$ cat src/verilog/ubae_regs.svh
// register offsets, field positions, reset values and timing counts of the serial port
`ifndef UBAE_REGS_SVH
`define UBAE_REGS_SVH
`define UBAE_OFF_CTRL    12'h000
`define UBAE_OFF_BAUD    12'h004
`define UBAE_OFF_STAT    12'h008
`define UBAE_OFF_RXBUF   12'h00c
`define UBAE_OFF_TXBUF   12'h010
`define UBAE_OFF_IRDA    12'h014
`define UBAE_C_SWRST     0
`define UBAE_C_MODE      2:1
`define UBAE_C_PEN       3
`define UBAE_C_PEVEN     4
`define UBAE_C_MSB       5
`define UBAE_C_SEVEN     6
`define UBAE_C_SPB       7
`define UBAE_C_BRKIE     8
`define UBAE_C_RXEIE     9
`define UBAE_C_DORM      10
`define UBAE_C_TXBRK     11
`define UBAE_C_ABDEN     12
`define UBAE_C_DELIM     14:13
`define UBAE_I_EN        0
`define UBAE_I_TXCLK     1
`define UBAE_I_TXPL      7:2
`define UBAE_I_RXPL      8
`define UBAE_I_RXFE      9
`define UBAE_I_RXFL      15:10
`define UBAE_CTRL_RST    16'h0001
`define UBAE_PRE_RST     16'h0010
`define UBAE_MODE_AUTO   2'h3
`define UBAE_OS_LAST     4'hf
`define UBAE_VOTE_A      4'h7
`define UBAE_VOTE_B      4'h9
`define UBAE_BRK_MIN     5'h0b
`define UBAE_BRK_TMO     5'h15
`define UBAE_TX_BRK_LAST 4'hc
`define UBAE_SYNC_MAX    15'h7fff
`define UBAE_SYNC_FALLS  3'h5
`define UBAE_SYNC_WAIT   3'h6
`define UBAE_IR_HOLD     5'h10
`define UBAE_CLK_HZ      50000000
`define UBAE_DEGLITCH_NS 150
`define UBAE_DEGLITCH_CYC ((`UBAE_DEGLITCH_NS * (`UBAE_CLK_HZ / 1000000) + 999) / 1000)
`endif

$ cat src/verilog/ubae_pkg.sv
// types shared by the serial port: bus carriers, state enums and the state record
package ubae_pkg;
  typedef struct packed {
    logic        psel;
    logic        penable;
    logic        pwrite;
    logic [11:0] paddr;
    logic [31:0] pwdata;
  } ubae_apb_req_t;
  typedef struct packed {
    logic [31:0] prdata;
    logic        pready;
    logic        pslverr;
  } ubae_apb_rsp_t;
  typedef enum logic [2:0] {
    rx_idle = 3'b000, rx_start = 3'b001, rx_data = 3'b010, rx_brk = 3'b011, rx_sync = 3'b100
  } ubae_rx_st_t;
  typedef enum logic [1:0] {
    tx_idle = 2'b00, tx_brk = 2'b01, tx_delim = 2'b10, tx_data = 2'b11
  } ubae_tx_st_t;
  typedef struct packed {
    logic [15:0]   ctrl;
    logic [15:0]   irda;
    logic [15:0]   prescaler;
    logic [7:0]    modulation;
    logic          fe, pe, oe, brk, err, bto, sto, rx_irq, tx_irq;
    logic          loaded_after_stat, pass_next;
    logic [7:0]    rx_buffer;
    logic [7:0]    tx_buffer;
    logic [15:0]   pre_cnt;
    ubae_rx_st_t   rx_st;
    logic [3:0]    rx_os, rx_b, deg_cnt;
    logic [1:0]    vote;
    logic [7:0]    rx_shift;
    logic          rx_zero, rx_fe, rx_pe, rx_par, rx_prev;
    logic [4:0]    low_bits, ir_hold;
    logic [14:0]   sync_cnt;
    logic [2:0]    falls;
    logic [5:0]    ir_cnt;
    ubae_tx_st_t   tx_st;
    logic [3:0]    tx_os, tx_bits;
    logic [11:0]   tx_shift;
    logic [6:0]    ir_pulse;
    logic          tx_out;
    ubae_apb_rsp_t rsp;
  } ubae_state_t;
endpackage

$ cat src/verilog/ubae_core.sv
// serial port with break, auto-baud, infrared coding and receive error flags
//
// Local design decisions: the APB interface to the registers and the placing of the registers.
`timescale 1ns/100ps
`include "ubae_regs.svh"
// What this block does
// - modes 00-10: all-low character flags break
// - transmit break, bit cleared as the break starts
// - mode 11: break after 11 zeros, timeout past 21
// - auto-baud times synch byte into prescaler
// - measurement counter saturates, sets synch timeout
// - mode 11 dormant: deliver only character after break/synch
// - break interrupt enable raises receive flag
// - hardware never alters the dormant bit
// - dormant clear: every error-free character sets receive flag
// - mode 11: 13-bit break, delimiter, then the buffered character
// - infrared pulse per zero, programmed length
// - decoder pulse polarity follows polarity setting
// - digital filter drops pulses not above length
// - deglitch, then majority vote start and data
// - low stop bit sets framing error
// - parity mismatch sets parity error
// - load before read sets overrun
// - summary flag follows framing, parity, overrun
// - error enable decides loading bad characters
// - flags clear by software or buffer read
module ubae_core (
  input  wire logic                   clk_in,
  input  wire logic                   reset_n_in,
  input  wire ubae_pkg::ubae_apb_req_t apb_in,
  output ubae_pkg::ubae_apb_rsp_t     apb_out,
  input  wire logic                   rx_line_in,
  output logic                        tx_line_out
);
  import ubae_pkg::*;

  ubae_state_t q;
  ubae_state_t d;
  logic [15:0] pre_eff;
  logic        os_tick;
  logic        half_tick;
  logic        ir_act;
  logic        rx_dec;
  logic        mode11;
  logic [3:0]  nd;
  logic [3:0]  last_bit;
  logic        bit_end;
  logic        tx_end;
  logic        vbit;
  logic        a_req;
  logic        a_done;
  logic [7:0]  rx_word;
  logic [10:0] stat;

  assign pre_eff   = (q.prescaler == 16'h0000) ? 16'h0001 : q.prescaler;
  assign os_tick   = q.pre_cnt == 16'h0000;
  assign half_tick = os_tick || (q.pre_cnt == {1'b0, pre_eff[15:1]});
  assign ir_act    = q.irda[`UBAE_I_RXPL] ? ~rx_line_in : rx_line_in;
  assign rx_dec    = q.irda[`UBAE_I_EN] ? (q.ir_hold == 5'h00) : rx_line_in;
  assign mode11    = q.ctrl[`UBAE_C_MODE] == `UBAE_MODE_AUTO;
  assign nd        = q.ctrl[`UBAE_C_SEVEN] ? 4'h7 : 4'h8;
  assign last_bit  = nd + {3'h0, q.ctrl[`UBAE_C_PEN]} + 4'h1 + {3'h0, q.ctrl[`UBAE_C_SPB]};
  assign bit_end   = os_tick && (q.rx_os == `UBAE_OS_LAST);
  assign tx_end    = os_tick && (q.tx_os == `UBAE_OS_LAST);
  assign vbit      = q.vote[1];
  assign a_req     = apb_in.psel && apb_in.penable;
  assign a_done    = a_req && q.rsp.pready;
  assign rx_word   = q.ctrl[`UBAE_C_MSB] ? (q.ctrl[`UBAE_C_SEVEN] ? {1'b0, q.rx_shift[6:0]} : q.rx_shift)
                                        : (q.ctrl[`UBAE_C_SEVEN] ? {1'b0, q.rx_shift[7:1]} : q.rx_shift);
  assign stat      = {q.tx_st != tx_idle, q.rx_st != rx_idle, q.tx_irq, q.rx_irq, q.sto, q.bto,
                      q.err, q.brk, q.oe, q.pe, q.fe};
  assign apb_out     = q.rsp;
  assign tx_line_out = q.tx_out;

  always_comb begin
    logic [7:0]  rev;
    logic [7:0]  dord;
    logic        par;
    logic [11:0] fr;
    logic        dlv;
    logic        dlv_brk;
    logic        dfe;
    logic        dpe;
    logic        ubit;
    logic        ok;
    logic        ovr;
    logic        fall;
    d       = q;
    rev     = 8'h00;
    dord    = 8'h00;
    par     = 1'b0;
    fr      = 12'hfff;
    dlv     = 1'b0;
    dlv_brk = 1'b0;
    dfe     = 1'b0;
    dpe     = 1'b0;
    ubit    = 1'b1;
    ok      = 1'b0;
    ovr     = 1'b0;
    fall    = q.rx_prev && !rx_dec;
    d.rx_prev = rx_dec;
    d.pre_cnt = os_tick ? pre_eff - 16'h0001 : q.pre_cnt - 16'h0001;

    // bus: answer one cycle into the access phase, commit at the edge that sees pready
    if (a_req && !q.rsp.pready) begin
      d.rsp.pready  = 1'b1;
      d.rsp.pslverr = 1'b0;
      d.rsp.prdata  = 32'h0000_0000;
      if (apb_in.paddr == `UBAE_OFF_CTRL) begin
        d.rsp.prdata = {16'h0000, q.ctrl};
      end else if (apb_in.paddr == `UBAE_OFF_BAUD) begin
        d.rsp.prdata = {8'h00, q.modulation, q.prescaler};
      end else if (apb_in.paddr == `UBAE_OFF_STAT) begin
        d.rsp.prdata = {21'h00_0000, stat};
      end else if (apb_in.paddr == `UBAE_OFF_RXBUF) begin
        d.rsp.prdata = {24'h00_0000, q.rx_buffer};
      end else if (apb_in.paddr == `UBAE_OFF_TXBUF) begin
        d.rsp.prdata = {24'h00_0000, q.tx_buffer};
      end else if (apb_in.paddr == `UBAE_OFF_IRDA) begin
        d.rsp.prdata = {16'h0000, q.irda};
      end else begin
        d.rsp.pslverr = 1'b1;
      end
    end else if (a_done) begin
      d.rsp.pready  = 1'b0;
      d.rsp.pslverr = 1'b0;
      if (apb_in.pwrite) begin
        if (apb_in.paddr == `UBAE_OFF_CTRL) begin
          d.ctrl = apb_in.pwdata[15:0];
        end else if (apb_in.paddr == `UBAE_OFF_BAUD) begin
          d.prescaler  = apb_in.pwdata[15:0];
          d.modulation = apb_in.pwdata[23:16];
        end else if (apb_in.paddr == `UBAE_OFF_STAT) begin
          // write one to clear; overrun only goes away through a buffer read or soft reset
          d.fe     = q.fe & ~apb_in.pwdata[0];
          d.pe     = q.pe & ~apb_in.pwdata[1];
          d.brk    = q.brk & ~apb_in.pwdata[3];
          d.err    = q.err & ~apb_in.pwdata[4];
          d.bto    = q.bto & ~apb_in.pwdata[5];
          d.sto    = q.sto & ~apb_in.pwdata[6];
          d.rx_irq = q.rx_irq & ~apb_in.pwdata[7];
        end else if (apb_in.paddr == `UBAE_OFF_TXBUF) begin
          if (q.tx_irq) begin
            d.tx_buffer = apb_in.pwdata[7:0];
            d.tx_irq    = 1'b0;
          end
        end else if (apb_in.paddr == `UBAE_OFF_IRDA) begin
          d.irda = apb_in.pwdata[15:0];
        end
      end else if (apb_in.paddr == `UBAE_OFF_STAT) begin
        d.loaded_after_stat = 1'b0;
      end else if (apb_in.paddr == `UBAE_OFF_RXBUF) begin
        d.fe     = 1'b0;
        d.pe     = 1'b0;
        d.brk    = 1'b0;
        d.err    = 1'b0;
        d.rx_irq = 1'b0;
        // overrun survives when the buffer was refilled after the status read
        if (!q.loaded_after_stat) begin
          d.oe = 1'b0;
        end
      end
    end

    // infrared decoder: a qualified pulse becomes a zero of about one bit
    d.ir_cnt = ir_act ? ((q.ir_cnt == 6'h3f) ? q.ir_cnt : q.ir_cnt + 6'h01) : 6'h00;
    if (ir_act && ({1'b0, q.ir_cnt} == (q.irda[`UBAE_I_RXFE] ? {1'b0, q.irda[`UBAE_I_RXFL]} + 7'h01 : 7'h00))) begin
      d.ir_hold = `UBAE_IR_HOLD;
    end else if (os_tick && (q.ir_hold != 5'h00)) begin
      d.ir_hold = q.ir_hold - 5'h01;
    end

    // receiver
    case (q.rx_st)
      rx_idle: begin
        if (!rx_dec) begin
          d.deg_cnt = q.deg_cnt + 4'h1;
          if (q.deg_cnt == 4'(`UBAE_DEGLITCH_CYC - 1)) begin
            d.rx_st   = rx_start;
            d.deg_cnt = 4'h0;
            d.rx_os   = 4'h0;
            d.rx_b    = 4'h0;
            d.vote    = 2'h0;
            d.rx_zero = 1'b1;
            d.rx_fe   = 1'b0;
            d.rx_pe   = 1'b0;
            d.rx_par  = 1'b0;
          end
        end else begin
          d.deg_cnt = 4'h0;
        end
      end
      rx_start, rx_data, rx_brk: begin
        if (os_tick) begin
          d.rx_os = q.rx_os + 4'h1;
          if ((q.rx_os >= `UBAE_VOTE_A) && (q.rx_os <= `UBAE_VOTE_B)) begin
            d.vote = q.vote + {1'b0, rx_dec};
          end
        end
        if (bit_end) begin
          d.vote = 2'h0;
          d.rx_b = q.rx_b + 4'h1;
          if (q.rx_st == rx_start) begin
            d.rx_st = vbit ? rx_idle : rx_data;
          end else if (q.rx_st == rx_brk) begin
            if (!vbit) begin
              d.low_bits = (q.low_bits == 5'h1f) ? q.low_bits : q.low_bits + 5'h01;
            end else if (q.low_bits >= `UBAE_BRK_MIN) begin
              d.brk       = 1'b1;
              d.bto       = q.bto | (q.low_bits > `UBAE_BRK_TMO);
              d.pass_next = 1'b1;
              d.rx_irq    = d.rx_irq | q.ctrl[`UBAE_C_BRKIE];
              d.rx_st     = rx_sync;
              d.falls     = 3'h0;
              d.sync_cnt  = 15'h0000;
            end else begin
              d.rx_st = rx_idle;
              dlv     = 1'b1;
              dfe     = 1'b1;
            end
          end else begin
            if (q.rx_b <= nd) begin
              d.rx_shift = q.ctrl[`UBAE_C_MSB] ? {q.rx_shift[6:0], vbit} : {vbit, q.rx_shift[7:1]};
              d.rx_par   = q.rx_par ^ vbit;
            end else if (q.ctrl[`UBAE_C_PEN] && (q.rx_b == nd + 4'h1)) begin
              d.rx_pe = vbit != (q.ctrl[`UBAE_C_PEVEN] ? q.rx_par : ~q.rx_par);
            end else begin
              d.rx_fe = q.rx_fe | ~vbit;
            end
            d.rx_zero = q.rx_zero & ~vbit;
            if (q.rx_b == last_bit) begin
              if (mode11 && d.rx_zero) begin
                d.rx_st    = rx_brk;
                d.low_bits = {1'b0, last_bit} + 5'h01;
              end else begin
                d.rx_st = rx_idle;
                dlv     = 1'b1;
                dlv_brk = !mode11 && d.rx_zero;
                dfe     = d.rx_fe;
                dpe     = d.rx_pe;
              end
            end
          end
        end
      end
      rx_sync: begin
        // span from first to fifth falling edge of the synch byte is eight bits
        if ((q.falls != 3'h0) && (q.falls < `UBAE_SYNC_FALLS)) begin
          if (q.sync_cnt == `UBAE_SYNC_MAX) begin
            d.sto   = 1'b1;
            d.falls = `UBAE_SYNC_WAIT;
          end else begin
            d.sync_cnt = q.sync_cnt + 15'h0001;
          end
        end
        if (fall && (q.falls < `UBAE_SYNC_FALLS) && (d.falls != `UBAE_SYNC_WAIT)) begin
          d.falls = q.falls + 3'h1;
          if (q.falls == `UBAE_SYNC_FALLS - 3'h1) begin
            d.falls = `UBAE_SYNC_WAIT;
            if (q.ctrl[`UBAE_C_ABDEN]) begin
              // next count includes the cycle of the last fall itself
              d.prescaler  = {8'h00, d.sync_cnt[14:7]};
              d.modulation = {4'h0, d.sync_cnt[6:3]};
            end
          end
        end
        if ((q.falls == `UBAE_SYNC_WAIT) && rx_dec) begin
          d.rx_st = rx_idle;
        end
      end
      default: d.rx_st = rx_idle;
    endcase

    // delivery of a finished character
    if (dlv) begin
      // a break/synch raises the receive flag with no character behind it
      ovr = d.rx_irq && !q.pass_next;
      if (dlv_brk) begin
        d.brk = 1'b1;
        d.fe  = 1'b1;
        d.err = 1'b1;
        if (q.ctrl[`UBAE_C_BRKIE]) begin
          d.rx_buffer = 8'h00;
          d.rx_irq    = 1'b1;
        end
      end else begin
        ok = !mode11 || !q.ctrl[`UBAE_C_DORM] || q.pass_next;
        if (ok) begin
          d.pass_next = 1'b0;
          if (!(dfe || dpe) || q.ctrl[`UBAE_C_RXEIE]) begin
            d.oe                = d.oe | ovr;
            d.fe                = d.fe | dfe;
            d.pe                = d.pe | dpe;
            d.err               = d.err | dfe | dpe | ovr;
            d.rx_buffer         = dfe && !dpe && (rx_word == 8'h00) ? 8'h00 : rx_word;
            d.rx_irq            = 1'b1;
            d.loaded_after_stat = 1'b1;
          end
        end
      end
    end

    // transmitter
    if (os_tick && (q.tx_st != tx_idle)) begin
      d.tx_os = q.tx_os + 4'h1;
    end
    case (q.tx_st)
      tx_idle: begin
        ubit = 1'b1;
        if (!q.tx_irq) begin
          for (int i = 0; i < 8; i++) begin
            rev[i] = q.tx_buffer[7 - i];
          end
          dord = q.ctrl[`UBAE_C_MSB] ? (q.ctrl[`UBAE_C_SEVEN] ? rev >> 1 : rev) : q.tx_buffer;
          par  = ^(dord & (q.ctrl[`UBAE_C_SEVEN] ? 8'h7f : 8'hff));
          fr[0] = 1'b0;
          for (int i = 0; i < 8; i++) begin
            if (4'(i) < nd) begin
              fr[i + 1] = dord[i];
            end
          end
          if (q.ctrl[`UBAE_C_PEN]) begin
            fr[nd + 4'h1] = q.ctrl[`UBAE_C_PEVEN] ? par : ~par;
          end
          d.tx_irq          = 1'b1;
          d.tx_os           = 4'h0;
          d.tx_bits         = 4'h0;
          d.tx_shift        = (q.ctrl[`UBAE_C_TXBRK] && !mode11) ? 12'h000 : fr;
          d.tx_st           = (q.ctrl[`UBAE_C_TXBRK] && mode11) ? tx_brk : tx_data;
          d.ctrl[`UBAE_C_TXBRK] = 1'b0;
        end
      end
      tx_brk: begin
        ubit = 1'b0;
        if (tx_end) begin
          d.tx_bits = q.tx_bits + 4'h1;
          if (q.tx_bits == `UBAE_TX_BRK_LAST) begin
            d.tx_st   = tx_delim;
            d.tx_bits = 4'h0;
          end
        end
      end
      tx_delim: begin
        ubit = 1'b1;
        if (tx_end) begin
          d.tx_bits = q.tx_bits + 4'h1;
          if (q.tx_bits == {2'h0, q.ctrl[`UBAE_C_DELIM]}) begin
            d.tx_st   = tx_data;
            d.tx_bits = 4'h0;
          end
        end
      end
      tx_data: begin
        ubit = q.tx_shift[0];
        if (tx_end) begin
          d.tx_shift = {1'b1, q.tx_shift[11:1]};
          d.tx_bits  = q.tx_bits + 4'h1;
          if (q.tx_bits == last_bit) begin
            d.tx_st = tx_idle;
          end
        end
      end
      default: d.tx_st = tx_idle;
    endcase

    // infrared encoder counts half periods; the fast clock has no half edge, so it steps by two
    if (q.ir_pulse != 7'h00) begin
      if (q.irda[`UBAE_I_TXCLK]) begin
        d.ir_pulse = half_tick ? q.ir_pulse - 7'h01 : q.ir_pulse;
      end else begin
        d.ir_pulse = (q.ir_pulse >= 7'h02) ? q.ir_pulse - 7'h02 : 7'h00;
      end
    end
    if (os_tick && (q.tx_os == 4'h0) && (q.tx_st != tx_idle) && !ubit) begin
      d.ir_pulse = {1'b0, q.irda[`UBAE_I_TXPL]} + 7'h01;
    end
    d.tx_out = q.irda[`UBAE_I_EN] ? (q.ir_pulse != 7'h00) : ubit;

    // soft reset holds flags and both engines idle
    if (d.ctrl[`UBAE_C_SWRST]) begin
      d.fe        = 1'b0;
      d.pe        = 1'b0;
      d.oe        = 1'b0;
      d.brk       = 1'b0;
      d.err       = 1'b0;
      d.bto       = 1'b0;
      d.sto       = 1'b0;
      d.rx_irq    = 1'b0;
      d.tx_irq    = 1'b1;
      d.pass_next = 1'b0;
      d.rx_st     = rx_idle;
      d.tx_st     = tx_idle;
      d.ir_pulse  = 7'h00;
      d.tx_out    = ~d.irda[`UBAE_I_EN];
    end
  end

  always_ff @(posedge clk_in or negedge reset_n_in) begin
    if (!reset_n_in) begin
      q           <= '0;
      q.ctrl      <= `UBAE_CTRL_RST;
      q.prescaler <= `UBAE_PRE_RST;
      q.tx_irq    <= 1'b1;
      q.tx_out    <= 1'b1;
      q.rx_prev   <= 1'b1;
    end else begin
      q <= d;
    end
  end
endmodule

$ cat config.mk
export PLATFORM = sky130hd
export DESIGN_NAME = ubae_core
export DESIGN_NICKNAME = d
export VERILOG_FILES = /design/src/verilog/ubae_pkg.sv /design/src/verilog/ubae_core.sv
export VERILOG_INCLUDE_DIRS = /design/src /design/src/verilog
export SDC_FILE = /design/constraint.sdc
export NUM_CORES = 1
export LEC_CHECK = 0
export ABC_AREA = 1
export BUFFER_PORTS_ARGS = -buffer_cell sky130_fd_sc_hd__buf_4
export CAP_MARGIN = 20
export CORE_ASPECT_RATIO = 1.25
export CORE_UTILIZATION = 60
export CTS_BUF_LIST = sky130_fd_sc_hd__clkbuf_4
export CTS_CLUSTER_SIZE = 28
export DETAILED_ROUTE_END_ITERATION = 6
export GPL_TIMING_DRIVEN = 0
export PLACE_DENSITY_LB_ADDON = 0.15
export SYNTH_ARGS = -nofsm -noshare
export SYNTH_HDL_FRONTEND = slang
export SYNTH_SLANG_ARGS = --single-unit
$ cat constraint.sdc
create_clock -name clk_in -period 4.5 [get_ports clk_in]
set_clock_uncertainty 0.1 [all_clocks]
set_input_delay 1.125 -clock clk_in [delete_from_list [all_inputs] [get_ports clk_in]]
set_output_delay 1.125 -clock clk_in [all_outputs]
set_load 0.005 [all_outputs]
==> flow_metrics.env <==
export IMPL_status="finished, final reports clean"
export IMPL_initial_core_util_pct=61.3
export IMPL_num_vias=12500
export IMPL_htreeDepth=2
export IMPL_clock_fmax_mhz=288
export IMPL_core_area_um2=22300
export IMPL_finalMaxSlewViolations=0
export IMPL_syn_to_final_growth_pct=12.2
export IMPL_cp_max_fo=13
export IMPL_preCtsSetupSlack_ns=1.07
export IMPL_path_clk_slew_ns=0.07
export IMPL_p_per_area_nw_per_um2=282
export IMPL_most_common_layout_cells="391 x nand2_1, 232 x inv_1, 214 x dfrtp_1, 156 x o21ai_0, 115 x nor2_1"
export IMPL_cts_tree="built"
export IMPL_num_rows=61
export IMPL_gp_congestion=0.946
export IMPL_synth_edf_count=0
export IMPL_worstRegToRegCells=21
export IMPL_fill_cells=1953
export IMPL_die_y_um=171
export IMPL_cts_setup_buffers=0
export IMPL_cts_repair_resized=0
export IMPL_ant_nets=0
export IMPL_yosys_warnings=0
export IMPL_hold_violations=0
export IMPL_drt_iter0_markers=953
export IMPL_num_nets_final=1998
export IMPL_crit_required_ns=4.98
export IMPL_cts_sinks=219
export IMPL_die_area_um2=23400
export IMPL_clock_path_buffers=3
export IMPL_avgViaCountPerCell=5.58
export IMPL_endpoint_kind="flip-flop"
export IMPL_final_common_cell="nand2_1"
export IMPL_drv_cap=0
export IMPL_synth_top_area_share_pct=39.2
export IMPL_ys_flop_type="dfrtp_1"
export IMPL_seq_area_frac_synth_pct=40.2
export IMPL_synth_async_reset_ratio_pct=100
export IMPL_worstSetupPathType="flip-flop to flip-flop"
export IMPL_ctsHoldBuffers=0
export IMPL_grt_use_total_pct=32.8
export IMPL_antenna_found_initial=2
export IMPL_setup_violations=0
export IMPL_rsz0062_at_grt="no"
export IMPL_synth_area_leader_cell="dfrtp_1"
export IMPL_ir_drop_v=0.000192
export IMPL_worst_pin_slew_ns=0.880
export IMPL_cts_buffers=56
export IMPL_synth_cell_type_count=68
export IMPL_drive_gt1_share_pct=18.1
export IMPL_start_kind="flip-flop"
export IMPL_root_buffer="clkbuf_4"
export IMPL_first_pass_iters=5
export IMPL_syn_area_per_cell_um2=7.69
export IMPL_synthTopCellsByArea="dfrtp_1 39%, nand2_1 11%, inv_1 6.4%, o21ai_0 5.7%, nand3_1 4.1%"
export IMPL_overflow=0
export IMPL_io_buffers=68
export IMPL_dp_hpwl_um=28400
export IMPL_fin_crit_sh_pct=77.0
export IMPL_relSlewSlack_pct=41.4
export IMPL_final_util_pct=68.7
export IMPL_grt_pass1_wl_um=59200
export IMPL_die_w_um=137
export IMPL_drt_wl_total_um=37300
export IMPL_syn_inst=1776
export IMPL_grt_start_max_net_pins=112
export IMPL_clk_insertion_delay_late_ns=0.71
export IMPL_worst_slack_ns=1.03
export IMPL_cp_arrival_ns=3.95
export IMPL_leakage_nw=7.48
export IMPL_synth_area_um2=13700
export IMPL_fin_crit_ns=3.47
export IMPL_remaining_drc_errors=0
export IMPL_wire_per_inst_um=16.6
export IMPL_setup_tns_final_ns=0
export IMPL_ys_ff_latch=219
export IMPL_grt_pass1_vias=11800
export IMPL_boundaryPins=85
export IMPL_hold_class="input pin to async pin"
[worst paths after layout]
kind | startpoint | end | slack [ns]
max | q[217] | q[163] | 1.03
min | reset_n_in | q[53] | 0.36
max reg2reg | q[217] | q[163] | 1.03
min reg2reg | apb_out[18] | apb_out[18] | 0.38
max in group asynchronous | reset_n_in | q[187] | 2.88
min in group clk_in | apb_out[18] | apb_out[18] | 0.38
[per-stage QoR]
step	std cells	hold slack (ns)	total power, mW	area, um^2
2_1_floorplan	1783	0.349	2.39	13700
3_3_place_gp	2134	0.366	2.59	14500
3_5_place_dp	2135	0.367	2.61	14600
4_1_cts	2238	0.384	4.36	15300
5_1_grt	2241	0.401	4.51	15300
6_report	2242	0.361	4.32	15300
[worst max-delay path, cell delays in order (launching register included)]
cell and delay [ns]:
dfrtp_1 0.50, buf_4 0.24, inv_2 0.06, buf_6 0.16, ha_1 0.28, inv_1 0.04, ha_1 0.19, ha_1 0.20
inv_1 0.05, nand2_1 0.06, nand2_1 0.17, nand2_1 0.07, nand2_1 0.06, nand3_1 0.21, o21ai_2 0.25, nand3_1 0.15
nand2_2 0.11, nand2_2 0.07, nand2_4 0.09, nand2_8 0.09, nand2_8 0.12, a21oi_2 0.07
[synthesized netlist by cell type (7+ instances only)]
master / n
xor2_1: 40
buf_2: 18
inv_1: 232
o21ai_2: 8
nor2_1: 115
nand2_2: 25
nand2_1: 391
nor2_2: 22
buf_4: 39
a21oi_2: 7
o22ai_1: 22
nor2_4: 10
xnor2_1: 16
nand3b_1: 7
o21ai_0: 156
o31ai_1: 7
o21ai_1: 23
inv_2: 18
a221oi_1: 11
nand4_1: 15
dfrtp_1: 214
nand3_1: 113
a21oi_1: 71
a31oi_1: 10
ha_1: 37
o211ai_1: 22
nor3_1: 33
clkbuf_1: 15
[cell families (layout without fill, tap and decap cells)]
logic type | after synthesis | in the layout | synth area share [%]
AOI/OAI and AO/OA | 362 | 362 | 15.6
xor gates and xnor gates | 56 | 56 | 3.59
adders and majority gates | 38 | 38 | 3.54
buffers and inverters | 331 | 503 | 10.6
DFF | 219 | 219 | 40.2
muxes | 7 | 7 | 0.568
other | 1 | 12 | 0.0275
and+or+nand+nor | 762 | 762 | 25.8
[power by group]
| part | internal, mW | switching, mW |
|---|---|---|
| combinational | 0.205 | 0.273 |
| clock | 0.909 | 0.838 |
| sequential | 2.03 | 0.0651 |
[cell type report]
type	instances	area [um^2]	area share, %
Clock inverter	12	46.3	0.302
Antenna cell	4	10.0	0.0654
Buffer	78	499	3.26
Timing Repair Buffer	69	546	3.56
Clock buffer	91	683	4.46
Sequential cell	219	5490	35.8
Inverter	253	953	6.22
Multi-Input combinational cell	1233	6740	44.0
Tap cell	283	354	2.31
[routing by layer]
metal  up-vias  GRT usage, %  share of wire (%)
met1      5911          41.0                 41
met4         0          15.5                4.0
met5         -             0                  0
met3        96          5.84                6.9
li1       6084             -                  -
met2       419          54.8                 48
[registers in the layout, summed over array words and instances (netlist names)]
signal	cells
apb_out	26
q	192
tx_line_out	1
Note: power is estimated with default switching activity, not from simulation.
